===== src/common/eeec_pkg.sv =====
`default_nettype none
package eeec_pkg;
    // ----------------------------------------------------------------
    // widths and leaves
    // ----------------------------------------------------------------
    localparam int XLEN = 64;
    localparam int VA_BITS = 48;
    localparam int LIM_W = 32;
    localparam logic [3:0] LEAF_ENTRY = 4'h2;
    localparam logic [3:0] LEAF_RESUME = 4'h3;
    localparam logic [3:0] LEAF_EXIT = 4'h4;
    localparam logic [XLEN-1:0] EXTENDED_STATE_MASK_LEGACY = 64'h3;

    // ----------------------------------------------------------------
    // flow protect register fields
    // ----------------------------------------------------------------
    localparam int CFP_SHSTK_BIT = 0;
    localparam int CFP_ENDBR_BIT = 2;
    localparam int CFP_SUPP_BIT = 10;
    localparam int CFP_TRK_BIT = 11;
    localparam logic AWAIT_BRANCH_TARGET = 1'b1;
    localparam logic SUPPRESS_CLEAR = 1'b0;

    // ----------------------------------------------------------------
    // carriers
    // ----------------------------------------------------------------
    typedef struct packed {
        logic initialized;
        logic tcs_idle;
        logic seg_bases_zero;
        logic tcs_page_aligned;
        logic flags_rsvd_zero;
        logic fsgs_ok;
        logic tcs_valid;
        logic ssa_pages_ok;
        logic debug_opt_in;
        logic [XLEN-1:0] target;
    } eeec_entry_chk_t;

    typedef struct packed {
        logic mode64;
        logic [LIM_W-1:0] cs_limit;
        logic fp_save_enable_bit;
        logic extended_save_enable_bit;
        logic cfp_feature;
        logic shstk_feature;
        logic cfp_enable;
        logic monitor_trap;
        logic single_step_trap_flag;
        logic target_in_container;
        logic [XLEN-1:0] extended_control_register;
        logic [XLEN-1:0] extended_state_mask;
        logic [XLEN-1:0] user_flow_protect_register;
        logic [XLEN-1:0] container_flow_value;
        logic [XLEN-1:0] shadow_stack_pointer;
        logic [XLEN-1:0] container_ssp;
        logic [XLEN-1:0] target_pointer_register;
        logic [XLEN-1:0] counter_register;
        logic [XLEN-1:0] instruction_pointer;
    } eeec_core_t;

    typedef struct packed {
        logic done;
        logic gp_fault;
        logic pf_fault;
        logic ip_write;
        logic [XLEN-1:0] ip_value;
        logic counter_write;
        logic [XLEN-1:0] counter_value;
        logic xcr_write;
        logic [XLEN-1:0] xcr_value;
        logic cfp_write;
        logic [XLEN-1:0] cfp_value;
        logic ssp_write;
        logic [XLEN-1:0] ssp_value;
        logic prev_ssp_write;
        logic [XLEN-1:0] prev_ssp_value;
        logic tf_write;
        logic tf_value;
        logic pend_single_step;
        logic pend_monitor_trap;
        logic suppress_debug;
        logic unsuppress_debug;
        logic tcs_idle_thread_state;
        logic flush_linear;
        logic fixed_fetch;
    } eeec_result_t;
endpackage : eeec_pkg
`default_nettype wire


===== src/rtl/eeec_ctrl.sv =====
// Overview of operation
// - entry into an uninitialized container takes a protection fault
// - entry faults unless the thread control structure is idle
// - entry faults unless code, data, extra and stack bases are zero
// - entry faults when already in container mode
// - entry faults when the structure pointer is not page aligned
// - entry faults when a reserved flags bit is set
// - entry faults when fs or gs leaves the data segment or is misaligned
// - entry target must be canonical in 64-bit mode, else within code limit
// - without extended save, the mask must equal 3
// - with extended save, the mask must be a subset of the live register
// - bad structure or save-area pages give a page fault
// - with flow protection, save user state then load container values
// - debug opt-out entry clears the single-step trap flag
// - exit is leaf 04H, valid in both modes
// - exit branches to the target register and returns the async pointer
// - exit faults on bad target or when issued outside a container
// - exit into the container completes; next fetch returns fixed data
// - exit restores the extended control register if entry replaced it
// - opt-out exit reloads the trap flag and unsuppresses debug and counters
// - exit pends single-step if trap flag set, monitor trap if enabled
// - with shadow stacks on, exit records the pointer as previous pointer
// - exit restores flow state; with cfp_enable and saved end-branch bit set, tracking awaits target, suppress 0
`timescale 1ns/1ns
`default_nettype none
module eeec_ctrl
    import eeec_pkg::*;
#(
    parameter int ADDR_W = XLEN,
    parameter int VA_W = VA_BITS
) (
    input wire logic clk,
    input wire logic reset_n,
    input wire logic req_valid,
    input wire logic [3:0] req_leaf,
    input wire eeec_entry_chk_t entry_chk,
    input wire eeec_core_t core,
    output logic req_ready,
    output eeec_result_t result,
    output logic container_mode
);
    if (ADDR_W != XLEN || VA_W >= ADDR_W) begin : g_bad_w
        $error("address widths not supported");
    end

    // ----------------------------------------------------------------
    // sequencing
    // ----------------------------------------------------------------
    typedef enum logic {ST_IDLE, ST_RESP} eeec_state_t;
    eeec_state_t state_reg;
    eeec_result_t result_reg;
    eeec_result_t result_next;
    logic container_mode_reg;
    logic accept;
    logic is_entry;
    logic is_exit;

    assign req_ready = (state_reg == ST_IDLE);
    assign accept = req_valid && req_ready;
    assign is_entry = (req_leaf == LEAF_ENTRY) || (req_leaf == LEAF_RESUME);
    assign is_exit = (req_leaf == LEAF_EXIT);
    assign result = result_reg;
    assign container_mode = container_mode_reg;

    always_ff @(posedge clk or negedge reset_n) begin
        if (!reset_n) begin
            state_reg <= ST_IDLE;
        end else begin
            unique case (state_reg)
                ST_IDLE: begin
                    if (accept) begin
                        state_reg <= ST_RESP;
                    end
                end
                ST_RESP: begin
                    state_reg <= ST_IDLE;
                end
            endcase
        end
    end

    // ----------------------------------------------------------------
    // fault checks
    // ----------------------------------------------------------------
    logic entry_tgt_ok;
    logic exit_tgt_ok;
    logic extended_state_mask_ok;
    logic entry_gp;
    logic entry_pf;
    logic exit_gp;
    logic entry_go;
    logic exit_go;

    eeec_target_chk #(.AW(ADDR_W), .VA(VA_W)) u_entry_tgt (
        .mode64(core.mode64),
        .target(entry_chk.target),
        .cs_limit(core.cs_limit),
        .ok(entry_tgt_ok)
    );

    eeec_target_chk #(.AW(ADDR_W), .VA(VA_W)) u_exit_tgt (
        .mode64(core.mode64),
        .target(core.target_pointer_register),
        .cs_limit(core.cs_limit),
        .ok(exit_tgt_ok)
    );

    always_comb begin
        if (core.extended_save_enable_bit) begin
            extended_state_mask_ok = ((core.extended_state_mask
                & core.extended_control_register)
                == core.extended_state_mask);
        end else begin
            extended_state_mask_ok = (core.extended_state_mask == EXTENDED_STATE_MASK_LEGACY);
        end
    end

    assign entry_gp = !entry_chk.initialized
        || !entry_chk.tcs_idle
        || !entry_chk.seg_bases_zero
        || container_mode_reg
        || !entry_chk.tcs_page_aligned
        || !entry_chk.flags_rsvd_zero
        || !entry_chk.fsgs_ok
        || !entry_tgt_ok
        || !core.fp_save_enable_bit
        || !extended_state_mask_ok;
    assign entry_pf = !entry_chk.tcs_valid || !entry_chk.ssa_pages_ok;
    assign exit_gp = !container_mode_reg || !exit_tgt_ok;
    assign entry_go = accept && is_entry && !entry_gp && !entry_pf;
    assign exit_go = accept && is_exit && !exit_gp;

    // ----------------------------------------------------------------
    // save registers
    // ----------------------------------------------------------------
    logic xcr_cap;
    logic cfp_cap;
    logic ssp_cap;
    logic tf_cap;
    logic [XLEN-1:0] xcr_saved;
    logic [XLEN-1:0] cfp_saved;
    logic [XLEN-1:0] ssp_saved;
    logic [XLEN-1:0] aep_saved;
    logic [1:0] tf_saved;
    logic xcr_replaced;

    assign xcr_cap = entry_go && core.extended_save_enable_bit;
    assign cfp_cap = entry_go && core.cfp_feature;
    assign ssp_cap = cfp_cap && core.shstk_feature;
    assign tf_cap = entry_go;

    eeec_save_reg #(.W(XLEN)) u_xcr_save (
        .clk(clk),
        .reset_n(reset_n),
        .capture(xcr_cap),
        .d(core.extended_control_register),
        .q(xcr_saved)
    );

    eeec_save_reg #(.W(XLEN)) u_cfp_save (
        .clk(clk),
        .reset_n(reset_n),
        .capture(cfp_cap),
        .d(core.user_flow_protect_register),
        .q(cfp_saved)
    );

    eeec_save_reg #(.W(XLEN)) u_ssp_save (
        .clk(clk),
        .reset_n(reset_n),
        .capture(ssp_cap),
        .d(core.shadow_stack_pointer),
        .q(ssp_saved)
    );

    eeec_save_reg #(.W(XLEN)) u_aep_save (
        .clk(clk),
        .reset_n(reset_n),
        .capture(entry_go),
        .d(core.counter_register),
        .q(aep_saved)
    );

    eeec_save_reg #(.W(2)) u_tf_save (
        .clk(clk),
        .reset_n(reset_n),
        .capture(tf_cap),
        .d({!entry_chk.debug_opt_in, core.single_step_trap_flag}),
        .q(tf_saved)
    );

    eeec_save_reg #(.W(1)) u_xcr_flag (
        .clk(clk),
        .reset_n(reset_n),
        .capture(entry_go),
        .d(core.extended_save_enable_bit),
        .q(xcr_replaced)
    );

    // ----------------------------------------------------------------
    // result of the instruction
    // ----------------------------------------------------------------
    logic tf_after_exit;
    logic [XLEN-1:0] cfp_after_exit;

    assign tf_after_exit = tf_saved[1] ? tf_saved[0]
        : core.single_step_trap_flag;

    always_comb begin
        cfp_after_exit = cfp_saved;
        if (core.cfp_enable && cfp_saved[CFP_ENDBR_BIT]) begin
            cfp_after_exit[CFP_TRK_BIT] = AWAIT_BRANCH_TARGET;
            cfp_after_exit[CFP_SUPP_BIT] = SUPPRESS_CLEAR;
        end
    end

    always_comb begin
        result_next = '0;
        result_next.done = 1'b1;
        if (is_entry) begin
            result_next.gp_fault = entry_gp;
            result_next.pf_fault = !entry_gp && entry_pf;
            if (entry_go) begin
                result_next.ip_write = 1'b1;
                result_next.ip_value = entry_chk.target;
                result_next.counter_write = 1'b1;
                result_next.counter_value = core.instruction_pointer;
                result_next.xcr_write = core.extended_save_enable_bit;
                result_next.xcr_value = core.extended_state_mask;
                result_next.cfp_write = core.cfp_feature;
                result_next.cfp_value = core.container_flow_value;
                result_next.ssp_write = core.cfp_feature
                    && core.shstk_feature;
                result_next.ssp_value = core.container_ssp;
                result_next.tf_write = !entry_chk.debug_opt_in;
                result_next.tf_value = 1'b0;
                result_next.suppress_debug = !entry_chk.debug_opt_in;
                result_next.pend_single_step = entry_chk.debug_opt_in
                    && core.single_step_trap_flag;
                result_next.pend_monitor_trap = entry_chk.debug_opt_in
                    && core.monitor_trap;
                result_next.flush_linear = 1'b1;
            end
        end else if (is_exit) begin
            result_next.gp_fault = exit_gp;
            if (!exit_gp) begin
                result_next.ip_write = 1'b1;
                result_next.ip_value = core.target_pointer_register;
                result_next.counter_write = 1'b1;
                result_next.counter_value = aep_saved;
                result_next.fixed_fetch = core.target_in_container;
                result_next.xcr_write = xcr_replaced;
                result_next.xcr_value = xcr_saved;
                result_next.tf_write = tf_saved[1];
                result_next.tf_value = tf_saved[0];
                result_next.unsuppress_debug = 1'b1;
                result_next.pend_single_step = tf_after_exit;
                result_next.pend_monitor_trap = core.monitor_trap;
                if (core.cfp_feature) begin
                    result_next.prev_ssp_write =
                        core.user_flow_protect_register[CFP_SHSTK_BIT];
                    result_next.prev_ssp_value =
                        core.shadow_stack_pointer;
                    result_next.cfp_write = 1'b1;
                    result_next.cfp_value = cfp_after_exit;
                    result_next.ssp_write = core.shstk_feature;
                    result_next.ssp_value = ssp_saved;
                end
                result_next.tcs_idle_thread_state = 1'b1;
                result_next.flush_linear = 1'b1;
            end
        end
    end

    always_ff @(posedge clk or negedge reset_n) begin
        if (!reset_n) begin
            result_reg <= '0;
        end else if (accept) begin
            result_reg <= result_next;
        end else begin
            result_reg <= '0;
        end
    end

    // ----------------------------------------------------------------
    // container mode indicator
    // ----------------------------------------------------------------
    always_ff @(posedge clk or negedge reset_n) begin
        if (!reset_n) begin
            container_mode_reg <= 1'b0;
        end else if (entry_go) begin
            container_mode_reg <= 1'b1;
        end else if (exit_go) begin
            container_mode_reg <= 1'b0;
        end
    end

    // ----------------------------------------------------------------
    // checks
    // ----------------------------------------------------------------
    property p_entry_uninit;
        @(posedge clk) disable iff (!reset_n)
        accept && is_entry && !entry_chk.initialized |=>
            result.done && result.gp_fault && !result.ip_write
            && $stable(container_mode);
    endproperty
    a_entry_uninit: assert property (p_entry_uninit)
        else $error("entry into uninitialized container not refused");

    property p_entry_nested;
        @(posedge clk) disable iff (!reset_n)
        accept && is_entry && container_mode |=>
            result.gp_fault && !result.ip_write ##1 container_mode;
    endproperty
    a_entry_nested: assert property (p_entry_nested)
        else $error("nested entry not refused");

    property p_extended_state_mask_legacy;
        @(posedge clk) disable iff (!reset_n)
        accept && is_entry && !core.extended_save_enable_bit
            && core.extended_state_mask != EXTENDED_STATE_MASK_LEGACY |=> result.gp_fault;
    endproperty
    a_extended_state_mask_legacy: assert property (p_extended_state_mask_legacy)
        else $error("bad legacy mask accepted");

    property p_entry_tf_clear;
        @(posedge clk) disable iff (!reset_n)
        entry_go && !entry_chk.debug_opt_in |=>
            result.tf_write && !result.tf_value && container_mode;
    endproperty
    a_entry_tf_clear: assert property (p_entry_tf_clear)
        else $error("opt-out entry left trap flag");

    property p_exit_outside;
        @(posedge clk) disable iff (!reset_n)
        accept && is_exit && !container_mode |=>
            result.gp_fault && !result.ip_write && !result.tcs_idle_thread_state;
    endproperty
    a_exit_outside: assert property (p_exit_outside)
        else $error("exit outside container not refused");

    property p_exit_branch;
        @(posedge clk) disable iff (!reset_n)
        exit_go |=> result.ip_write
            && result.ip_value == $past(core.target_pointer_register)
            && result.counter_value == aep_saved;
    endproperty
    a_exit_branch: assert property (p_exit_branch)
        else $error("exit target or async pointer wrong");

    property p_xcr_restore;
        @(posedge clk) disable iff (!reset_n)
        xcr_cap ##1 (!entry_go)[*2] ##0 exit_go |=>
            result.xcr_write
            && result.xcr_value == $past(core.extended_control_register, 3);
    endproperty
    a_xcr_restore: assert property (p_xcr_restore)
        else $error("extended control register not restored");

    property p_tf_restore;
        @(posedge clk) disable iff (!reset_n)
        exit_go && tf_saved[1] |=> result.tf_write
            && result.tf_value == $past(tf_saved[0])
            && result.unsuppress_debug;
    endproperty
    a_tf_restore: assert property (p_tf_restore)
        else $error("opt-out exit trap flag not reloaded");

    property p_pend_step;
        @(posedge clk) disable iff (!reset_n)
        exit_go |=> result.pend_single_step == $past(tf_after_exit)
            && result.pend_monitor_trap == $past(core.monitor_trap);
    endproperty
    a_pend_step: assert property (p_pend_step)
        else $error("exit pending events wrong");

    property p_tracker;
        @(posedge clk) disable iff (!reset_n)
        exit_go && core.cfp_feature && core.cfp_enable
            && cfp_saved[CFP_ENDBR_BIT] |=>
            result.cfp_value[CFP_TRK_BIT] == AWAIT_BRANCH_TARGET
            && result.cfp_value[CFP_SUPP_BIT] == SUPPRESS_CLEAR;
    endproperty
    a_tracker: assert property (p_tracker)
        else $error("branch tracker not reset on exit");

    property p_exit_clear;
        @(posedge clk) disable iff (!reset_n)
        exit_go |=> !container_mode && result.tcs_idle_thread_state
            && result.flush_linear ##1 !result.done;
    endproperty
    a_exit_clear: assert property (p_exit_clear)
        else $error("exit did not leave container mode");
endmodule : eeec_ctrl
`default_nettype wire


===== src/rtl/eeec_save_reg.sv =====
`timescale 1ns/1ns
`default_nettype none
module eeec_save_reg
    import eeec_pkg::*;
#(
    parameter int W = XLEN
) (
    input wire logic clk,
    input wire logic reset_n,
    input wire logic capture,
    input wire logic [W-1:0] d,
    output logic [W-1:0] q
);
    if (W < 1) begin : g_bad_w
        $error("save register width must be positive");
    end

    // ----------------------------------------------------------------
    // holding register
    // ----------------------------------------------------------------
    always_ff @(posedge clk or negedge reset_n) begin
        if (!reset_n) begin
            q <= '0;
        end else if (capture) begin
            q <= d;
        end
    end
endmodule : eeec_save_reg
`default_nettype wire


===== src/rtl/eeec_target_chk.sv =====
`timescale 1ns/1ns
`default_nettype none
module eeec_target_chk
    import eeec_pkg::*;
#(
    parameter int AW = XLEN,
    parameter int VA = VA_BITS
) (
    input wire logic mode64,
    input wire logic [AW-1:0] target,
    input wire logic [LIM_W-1:0] cs_limit,
    output logic ok
);
    if (VA < 2 || VA > AW || AW <= LIM_W) begin : g_bad_va
        $error("target check widths out of range");
    end

    // ----------------------------------------------------------------
    // canonical or segment limit test
    // ----------------------------------------------------------------
    logic canon;
    logic in_limit;
    assign canon = (&target[AW-1:VA-1]) | ~(|target[AW-1:VA-1]);
    assign in_limit = ~(|target[AW-1:LIM_W])
        && (target[LIM_W-1:0] <= cs_limit);
    assign ok = mode64 ? canon : in_limit;
endmodule : eeec_target_chk
`default_nettype wire


===== config.mk =====
export PLATFORM = sky130hd
export DESIGN_NAME = eeec_ctrl
export DESIGN_NICKNAME = d
export VERILOG_FILES = /design/src/common/eeec_pkg.sv /design/src/rtl/eeec_ctrl.sv /design/src/rtl/eeec_save_reg.sv /design/src/rtl/eeec_target_chk.sv
export SDC_FILE = /design/constraint.sdc
export NUM_CORES = 1
export LEC_CHECK = 0
export BUFFER_PORTS_ARGS = -buffer_cell sky130_fd_sc_hd__buf_2
export CAP_MARGIN = 20
export CORE_AREA = 3 3 425 427
export DETAILED_ROUTE_END_ITERATION = 8
export DIE_AREA = 0 0 428 430
export HOLD_SLACK_MARGIN = 0.12
export REMOVE_ABC_BUFFERS = 1
export SETUP_SLACK_MARGIN = 0.1
export SYNTH_ARGS = -nofsm -noshare
export SYNTH_HDL_FRONTEND = slang
export SYNTH_SLANG_ARGS = --single-unit

===== constraint.sdc =====
create_clock -name clk -period 8.3 [get_ports clk]
set_clock_uncertainty 0.05 [all_clocks]
set_input_delay 0.83 -clock clk [delete_from_list [all_inputs] [get_ports clk]]
set_output_delay 0.83 -clock clk [all_outputs]
set_load 0.005 [all_outputs]

==> results.yml, run 1 <==
cells_and_area:
  fillers: 19200
  largest_reg_flops: 399
  seqCellArea_um2: 16500
  area_growth_pct: 44.5
  final_cells: 5357
  multiInputGateArea_um2: 8710
  drive_gt1_share_pct: 51.6
  layout.nets: 3686
pwr:
  pwr-share-clk_pct: 53.0
  p_comb_share_pct: 5.7
  powerDensity_nw_per_um2: 208
  internal_power_mw: 5.83
  p_total_mw: 7.78
  power_switching_mw: 1.94
  vdd_drop_max_uv: 146
  power_frac_seq_pct: 41.3
  netSwitchingFraction_pct: 25.0
  p_leak_nw: 19.9
critical_path:
  worst-endpoint-required_ns: 8.82
  critPathCaptureType: "flip-flop"
  reg2reg_depth: 8
  worstPathMaxFanout: 58
  arrival_ns: 5.45
  crit_path_top_delay_cell: "nor3_1"
  path_class: "primary input to flip-flop"
  path_cells: "buf_2 -> nor4_1 -> a41oi_1 -> nor3_1 -> o21ai_0 -> a2111oi_4 -> nand4_4 -> buf_4 -> mux2_1"
  slowest_delay_ns: 0.90
  start_kind: "primary input"
detailed_routing:
  wl_met1_um: 65700
  num_vias: 21300
  first_pass_iters: 5
  dr_wl_met2_um: 79300
  drc: 0
  via_per_inst: 3.98
  postRouteAntennaNets: 0
  routedWlPerCell_um: 30.5
  drt_wl_total_um: 164000
  top_layer: "met5"
  wl_met3_um: 14200
  first_iter_violations: 1579
floorplanning:
  die_w_um: 428
  die_h_um: 430
  row_count: 154
  pin_count: 1101
  start_util_pct: 14.7
  die-area_um2: 184000
  core_area_um2: 176000
placed_design:
  dp.cells: 5173
  place_ws_ns: 2.71
  numPortBuffers: 1100
  gp_congestion: 0.972
  hpwl_um: 133000
clocking:
  root_buffer: "clkbuf_16"
  clock_latency_ns: 0.71
  cts_tree: "yes"
  cts_resized: 0
  htree_levels: 3
  numClockSinks: 659
  cts_buffers: 89
  cts.path.max_buffers: 3
  clk_pin_slew_ns: 0.07
timing:
  period_needed_ns: 4.93
  period_share_pct: 59.4
  worst_pin_slew_ns: 1.10
  setup_violations: 0
  finalSetupTns_ns: 0
  slew_headroom_pct: 26.7
  max_freq_mhz: 203
  setup_ws_ns: 3.37
  rsz0062_at_grt: "false"
  hold_viol: 0
  slew_viol_final: 0
logic_synthesis:
  synthCells: 1818
  ys_types: 56
  synth_edf_count: 0
  synth-seq-cells: 659
  synth_warnings: 0
  seq_area_frac_synth_pct: 63.8
  synthFlopType: "dfrtp_1"
  async_reset_ff_share_pct: 100
  synth_area_um2: 25900
  syn_avg_cell_area_um2: 14.2
hold_path:
  hold_depth: 2
  hold_path.class: "primary input to flip-flop"
global_routing:
  grt_remaining_overflow: 0
  grt_max_degree: 159
  grt_pass1_wl_um: 211000
  first_global_vias: 21900
  antenna_found_initial: 92
  grt_use_total_pct: 17.1
run:
  cap_violations: 0
run_status:
  outcome: "finished, final reports clean"
worst paths after layout:
kind | start | endpoint | slack, ns
setup / recovery | entry_chk[33] | u_ssp_save.q[4]$_DFFE_PN0P_ | 3.37
hold / removal | entry_chk[64] | result[4]$_DFF_PN0_ | 0.27
setup reg to reg | container_mode$_DFFE_PN0P_ | u_ssp_save.q[4]$_DFFE_PN0P_ | 3.64
hold reg to reg | u_aep_save.q[6]$_DFFE_PN0P_ | result[275]$_DFF_PN0_ | 0.42
max in group asynchronous | reset_n | result[359]$_DFF_PN0_ | 5.69
min in group asynchronous | reset_n | result[165]$_DFF_PN0_ | 0.67
power by group through the flow:
stage | clock, mW | combinational, mW | sequential, mW
after floorplan | 0 | 0.0761 | 3.27
after global placement | 0 | 0.440 | 3.27
after detailed placement | 0 | 0.444 | 3.27
after CTS | 4.28 | 0.446 | 3.21
after global routing | 4.39 | 0.484 | 3.21
final | 4.12 | 0.440 | 3.21
final cells by class:
type	count	area share [%]
Clock buffer	113	6.66
Sequential cell	659	44.1
Multi-Input combinational cell	980	23.3
Tap cell	2340	7.83
Clock inverter	47	1.58
Timing Repair Buffer	1129	15.7
Inverter	66	0.663
Antenna cell	23	0.154
critical path, delay by kind of cell:
family	cells	cell delay (ns)
AND/OR/NAND/NOR	3	2.03
buffers and inverters	2	0.60
AO/OA/AOI/OAI	3	1.45
multiplexers	1	0.45
metal layers:
| metal | track usage [%] | up-vias |
|---|---|---|
| met5 | 0 | - |
| met4 | 5.17 | 4 |
| met3 | 5.53 | 246 |
| met2 | 28.4 | 1090 |
| met1 | 21.1 | 11000 |
| li1 | - | 8975 |
timing repair:
item / in CTS / in global routing
hold endpoints to repair: 56 / 0
buffers inserted: 0 / 0
setup endpoints to repair: 0 / 0
hold buffers: 1 / 0
stage by stage:
stage	utilization, %	hold slack [ns]	cell area, um2
global placement	19.4	0.419	34200
global route	21.2	0.200	37400
finish	21.2	0.275	37400
floorplan	-	0.411	25400
detailed placement	19.4	0.420	34200
CTS	21.1	0.160	37300
placed cells by master, fill, tap and decap left out, drive strengths merged, types with 3 or more instances in the layout:
cell	n
nand2	18
o2111ai	4
nand3	15
a21o	7
diode	23
nor2b	27
a41oi	3
a2111oi	10
o21ai	10
o211ai	5
a22o	321
clkinv	17
and3	4
dfrtp	659
nor3	13
and4	5
a21oi	28
clkinvlp	12
nand4	29
clkbuf	113
buf	1128
nand2b	13
nor2	10
ha	64
mux2	258
and2	68
nor4	31
bufinv	10
o22ai	6
inv	74
synthesized netlist by cell type (3+ instances only):
library cell / instances / area, um2
dfrtp_1: 659 / 16500
ha_1: 64 / 801
buf_2: 35 / 175
a22o_1: 321 / 2810
a2111oi_0: 9 / 78.8
clkbuf_1: 73 / 274
a21oi_1: 28 / 140
mux2_1: 6 / 67.6
nor3_1: 13 / 65.1
a21o_1: 7 / 52.6
nand2_1: 18 / 67.6
buf_4: 4 / 30.0
nand4_1: 28 / 175
nor2b_1: 27 / 169
o21ai_0: 9 / 45.0
nor4_1: 31 / 194
and4_1: 5 / 43.8
o211ai_1: 5 / 37.5
o22ai_1: 6 / 37.5
mux2_2: 252 / 2840
and2_1: 67 / 419
a41oi_1: 3 / 26.3
o2111ai_1: 4 / 35.0
and3_1: 4 / 25.0
nand2b_1: 13 / 81.3
inv_1: 66 / 248
nor2_1: 10 / 37.5
nand3_1: 14 / 70.1
cells by family after synthesis:
| family | count (synthesis) | share of synthesized area [%] |
|---|---|---|
| adders and majority gates | 64 | 3.10 |
| AOI/OAI and AO/OA | 411 | 13.3 |
| muxes | 258 | 11.2 |
| buffers and inverters | 179 | 2.83 |
| and+or+nand+nor | 247 | 5.76 |
| DFF | 659 | 63.8 |
Power figures use the tool's default switching activity.
==> run 2: changes to the inputs <==
- clock period: 8.3 -> 4.1 ns (I/O delays scaled with it)
==> results.yml, run 2 (synthesized netlist as in run 1, its figures left out) <==
run_status:
  outcome: "finished, final reports clean"
cells_and_area:
  final_common_cell: "buf_2"
  mostFrequentLayoutCells: "buf_2 (1099), dfrtp_1 (658), dlygate4sd3_1 (615)"
  largest_reg_flops: 399
  drive_gt1_share_pct: 44.6
  final_cells: 6094
  area_growth_pct: 72.1
  finalInstanceArea_um2: 44500
  layout.nets: 4412
  seqCellArea_um2: 16500
  fin_util_pct: 25.2
  fillers: 18600
  multiInputGateArea_um2: 8720
hold_path:
  hold_depth: 2
  min-delay-start: "core[453]"
  min_to: "result[209]$_DFF_PN0_"
  hold_path.class: "primary input to flip-flop"
placed_design:
  numPortBuffers: 1100
  hpwl_um: 135000
  gp_congestion: 1.02
  dp.cells: 5291
  place_ws_ns: -0.230
  dpl_cell_area_um2: 35400
timing:
  hold_viol: 0
  slew_headroom_pct: 32.8
  slew_viol_final: 0
  max_freq_mhz: 252
  period_share_pct: 96.9
  setup_violations: 0
  setup_ws_ns: 0.127
  finalSetupTns_ns: 0
  period_needed_ns: 3.97
  worst_pin_slew_ns: 1.01
  finalHoldWorstSlack_ns: 0.147
  rsz0062_at_grt: "false"
critical_path:
  arrival_ns: 4.53
  start_kind: "primary input"
  critPathCaptureType: "flip-flop"
  path_class: "primary input to flip-flop"
  path_buf_inv: 6
  r2r-start: "container_mode$_DFFE_PN0P_"
  worst-endpoint-required_ns: 4.65
  reg2reg_depth: 10
  slowest_delay_ns: 0.87
  path_cells: "dlygate4sd3_1 -> buf_2 -> ha_1 -> nand4_1 -> a21oi_1 -> or4b_2 -> a21o_1 -> nor3b_2 -> buf_4 -> buf_12 -> buf_12 -> a22o_1 -> dlygate4sd3_1"
  r2r_slack_ns: 0.25
  cp_top_family: "buffers and inverters"
  crit_path_top_delay_cell: "or4b_2"
  worstPathMaxFanout: 22
  timing.rr.end: "u_ssp_save.q[7]$_DFFE_PN0P_"
detailed_routing:
  via_per_inst: 4.00
  postRouteAntennaNets: 0
  first_iter_violations: 1487
  num_vias: 24400
  dr_wl_met2_um: 78900
  wl_met3_um: 19300
  top_layer: "met5"
  drt_wl_total_um: 166000
  routedWlPerCell_um: 27.3
  first_pass_iters: 5
  wl_met1_um: 61100
  drc: 0
pwr:
  powerDensity_nw_per_um2: 352
  p_total_mw: 15.7
  p_leak_nw: 23.1
  vdd_drop_max_uv: 274
run:
  cap_violations: 0
floorplanning:
  die-area_um2: 184000
  row_count: 154
  start_util_pct: 14.7
  pin_count: 1101
  die_h_um: 430
  die_w_um: 428
  core_area_um2: 176000
clocking:
  htree_levels: 3
  numClockSinks: 659
  cts.path.max_buffers: 3
  root_buffer: "clkbuf_16"
  cts_buffers: 83
  clock_latency_ns: 0.67
  cts_tree: "yes"
  clk_pin_slew_ns: 0.06
global_routing:
  grt_max_degree: 92
  grt_pass1_wl_um: 222000
  grt_remaining_overflow: 0
  antenna_found_initial: 57
  grt_use_total_pct: 17.5
  first_global_vias: 26400
[run 2: where the power goes]
group	switching, mW	internal [mW]	leakage (nW)
Sequential	0.00120	6.51	9.20
Combinational	0.707	0.750	12.5
Clock	3.19	4.53	1.39
[run 2: worst max path at each step]
stage | startpoint | to | slack (ns) | depth (start not counted)
floorplan | core[585] | u_aep_save.q[0]$_DFFE_PN0P_ | -22.67 | 9
global placement | core[503] | u_ssp_save.q[5]$_DFFE_PN0P_ | -0.30 | 12
detailed placement | core[503] | u_ssp_save.q[5]$_DFFE_PN0P_ | -0.23 | 12
CTS | core[506] | u_ssp_save.q[7]$_DFFE_PN0P_ | 0.10 | 13
global route | entry_chk[13] | result[377]$_DFF_PN0_ | 0.13 | 13
finish | entry_chk[13] | result[377]$_DFF_PN0_ | 0.13 | 13
[run 2: what timing repair did]
| item | in CTS | in global routing |
|---|---|---|
| pin swaps | 0 | 0 |
| setup endpoints to repair | 190 | 208 |
| hold buffers | 615 | 0 |
| endpoints found under the hold margin | 709 | 0 |
| resized for setup | 1 | 4 |
| buffers inserted | 0 | 0 |
[run 2: layout make-up]
cell class / count / share of cell area, %
multi-input cells: 980 / 19.6
diodes: 35 / 0.197
inverters: 66 / 0.557
clock buffers: 112 / 5.39
well taps: 2340 / 6.58
clock inverters: 41 / 1.05
flip-flops and latches: 659 / 37.1
repair buffers: 1861 / 29.6
[run 2: routing by layer]
metal | GRT usage [%] | vias up
li1 | - | 10400
met1 | 19.3 | 12400
met2 | 28.7 | 1232
met3 | 8.50 | 320
met4 | 7.42 | 10
met5 | 0 | -
==> run 3: changes to the inputs <==
- CORE_AREA: 3 3 425 427 -> 2 2 424 426
- DIE_AREA: 0 0 428 430 -> 0 0 426 428
==> results.yml, run 3 (synthesized netlist as in run 1, its figures left out) <==
global_routing:
  grt_remaining_overflow: 0
  grt_max_degree: 110
  grt_use_total_pct: 17.4
  first_global_vias: 25900
  antenna_found_initial: 62
  grt_pass1_wl_um: 217000
detailed_routing:
  drt_wl_total_um: 163000
  drc: 0
  via_per_inst: 4.01
  first_pass_iters: 5
  num_vias: 24500
  first_iter_violations: 1821
  postRouteAntennaNets: 0
  routedWlPerCell_um: 26.8
run:
  cap_violations: 0
cells_and_area:
  seqCellArea_um2: 16500
  final_common_cell: "buf_2"
  largest_reg_flops: 399
  mostFrequentLayoutCells: "buf_2 (1099), dfrtp_1 (659), dlygate4sd3_1 (616)"
  area_growth_pct: 71.4
  layout.nets: 4399
  final_cells: 6100
  drive_gt1_share_pct: 44.2
  fin_util_pct: 25.0
  multiInputGateArea_um2: 8730
  fillers: 18700
floorplanning:
  core_area_um2: 178000
  row_count: 155
  pin_count: 1101
  die_w_um: 426
  die-area_um2: 182000
  die_h_um: 428
  start_util_pct: 14.6
run_status:
  outcome: "finished, final reports clean"
pwr:
  p_total_mw: 15.4
  vdd_drop_max_uv: 308
  p_leak_nw: 23.0
  powerDensity_nw_per_um2: 348
critical_path:
  arrival_ns: 4.50
  path_cells: "dlygate4sd3_1 -> buf_2 -> ha_1 -> nand4_1 -> buf_4 -> a21oi_1 -> or4b_2 -> a21o_1 -> buf_4 -> or4b_2 -> a21oi_1 -> dlygate4sd3_1"
  reg2reg_depth: 11
  crit_path_top_delay_cell: "or4b_2"
  slowest_delay_ns: 0.87
  r2r-start: "container_mode$_DFFE_PN0P_"
  timing.rr.end: "result[5]$_DFF_PN0_"
  worst-endpoint-required_ns: 4.68
  r2r_slack_ns: 0.27
  start_kind: "primary input"
  path_class: "primary input to flip-flop"
  worstPathMaxFanout: 4
  critPathCaptureType: "flip-flop"
clocking:
  root_buffer: "clkbuf_16"
  clock_latency_ns: 0.69
  htree_levels: 3
  clk_pin_slew_ns: 0.06
  numClockSinks: 659
  cts_buffers: 80
  cts.path.max_buffers: 3
  cts_tree: "yes"
timing:
  finalSetupTns_ns: 0
  slew_headroom_pct: 31.5
  max_freq_mhz: 255
  setup_violations: 0
  period_needed_ns: 3.92
  worst_pin_slew_ns: 1.02
  slew_viol_final: 0
  period_share_pct: 95.6
  finalHoldWorstSlack_ns: 0.202
  rsz0062_at_grt: "false"
  hold_viol: 0
placed_design:
  numPortBuffers: 1100
  dp.cells: 5294
  gp_congestion: 1.06
  hpwl_um: 132000
hold_path:
  min_to: "result[246]$_DFF_PN0_"
  hold_depth: 2
  hold_path.class: "primary input to flip-flop"
  min-delay-start: "core[490]"
## run 3: final cells by class
class	count	area share [%]
inverter	66	0.559
tap	2355	6.65
sequential	659	37.2
clock buffer	108	5.16
timing repair buffer	1851	29.5
multi-input combinational	980	19.7
clock inverter	39	1.03
antenna	42	0.237
## run 3: what timing repair did
action / 4_1_cts / 5_1_grt
endpoints found under the setup margin: 0 / 404
hold buffers: 616 / 0
endpoints found under the hold margin: 684 / 0
gates resized for setup: 0 / 3
buffers inserted: 0 / 1
## run 3: worst max-delay path: cells and delay by family
kind	cells	cell delay, ns
buf+inv	5	1.60
simple gates	3	1.60
compound gates	3	0.56
fa+ha+maj	1	0.32
## run 3: per-stage QoR
step                      instance area, um2  worst slack (ns)
final                                  44300             0.181
after global routing                   44300             0.114
after CTS                              44200             0.112
after detailed placement               35300            -0.373
after global placement                 35300            -0.409
after floorplan                        25400            -22.67
## run 3: report_power, final
part / leakage (nW) / internal (mW) / switching [mW]
Combinational: 12.4 / 0.749 / 0.708
Clock: 1.33 / 4.34 / 3.11
Sequential: 9.21 / 6.51 / 0.000377
## run 3: metal layers
| metal | track usage (%) | routed length [um] |
|---|---|---|
| met5 | 0 | 103 |
| met4 | 7.86 | 7970 |
| met3 | 6.55 | 16700 |
| met2 | 27.3 | 74600 |
| met1 | 20.9 | 64100 |
## run 3: how the worst max path moves through the flow
stage                        startpoint                           to  slack [ns]  cells past startpoint
after global placement        core[493]        result[187]$_DFF_PN0_       -0.41                     14
after floorplan               core[585]  u_aep_save.q[0]$_DFFE_PN0P_      -22.67                      9
final                     entry_chk[14]          result[5]$_DFF_PN0_        0.18                     12
after CTS                     core[492]        result[187]$_DFF_PN0_        0.11                     15
after detailed placement      core[493]        result[187]$_DFF_PN0_       -0.37                     14
after global routing      entry_chk[13]          result[5]$_DFF_PN0_        0.11                     12
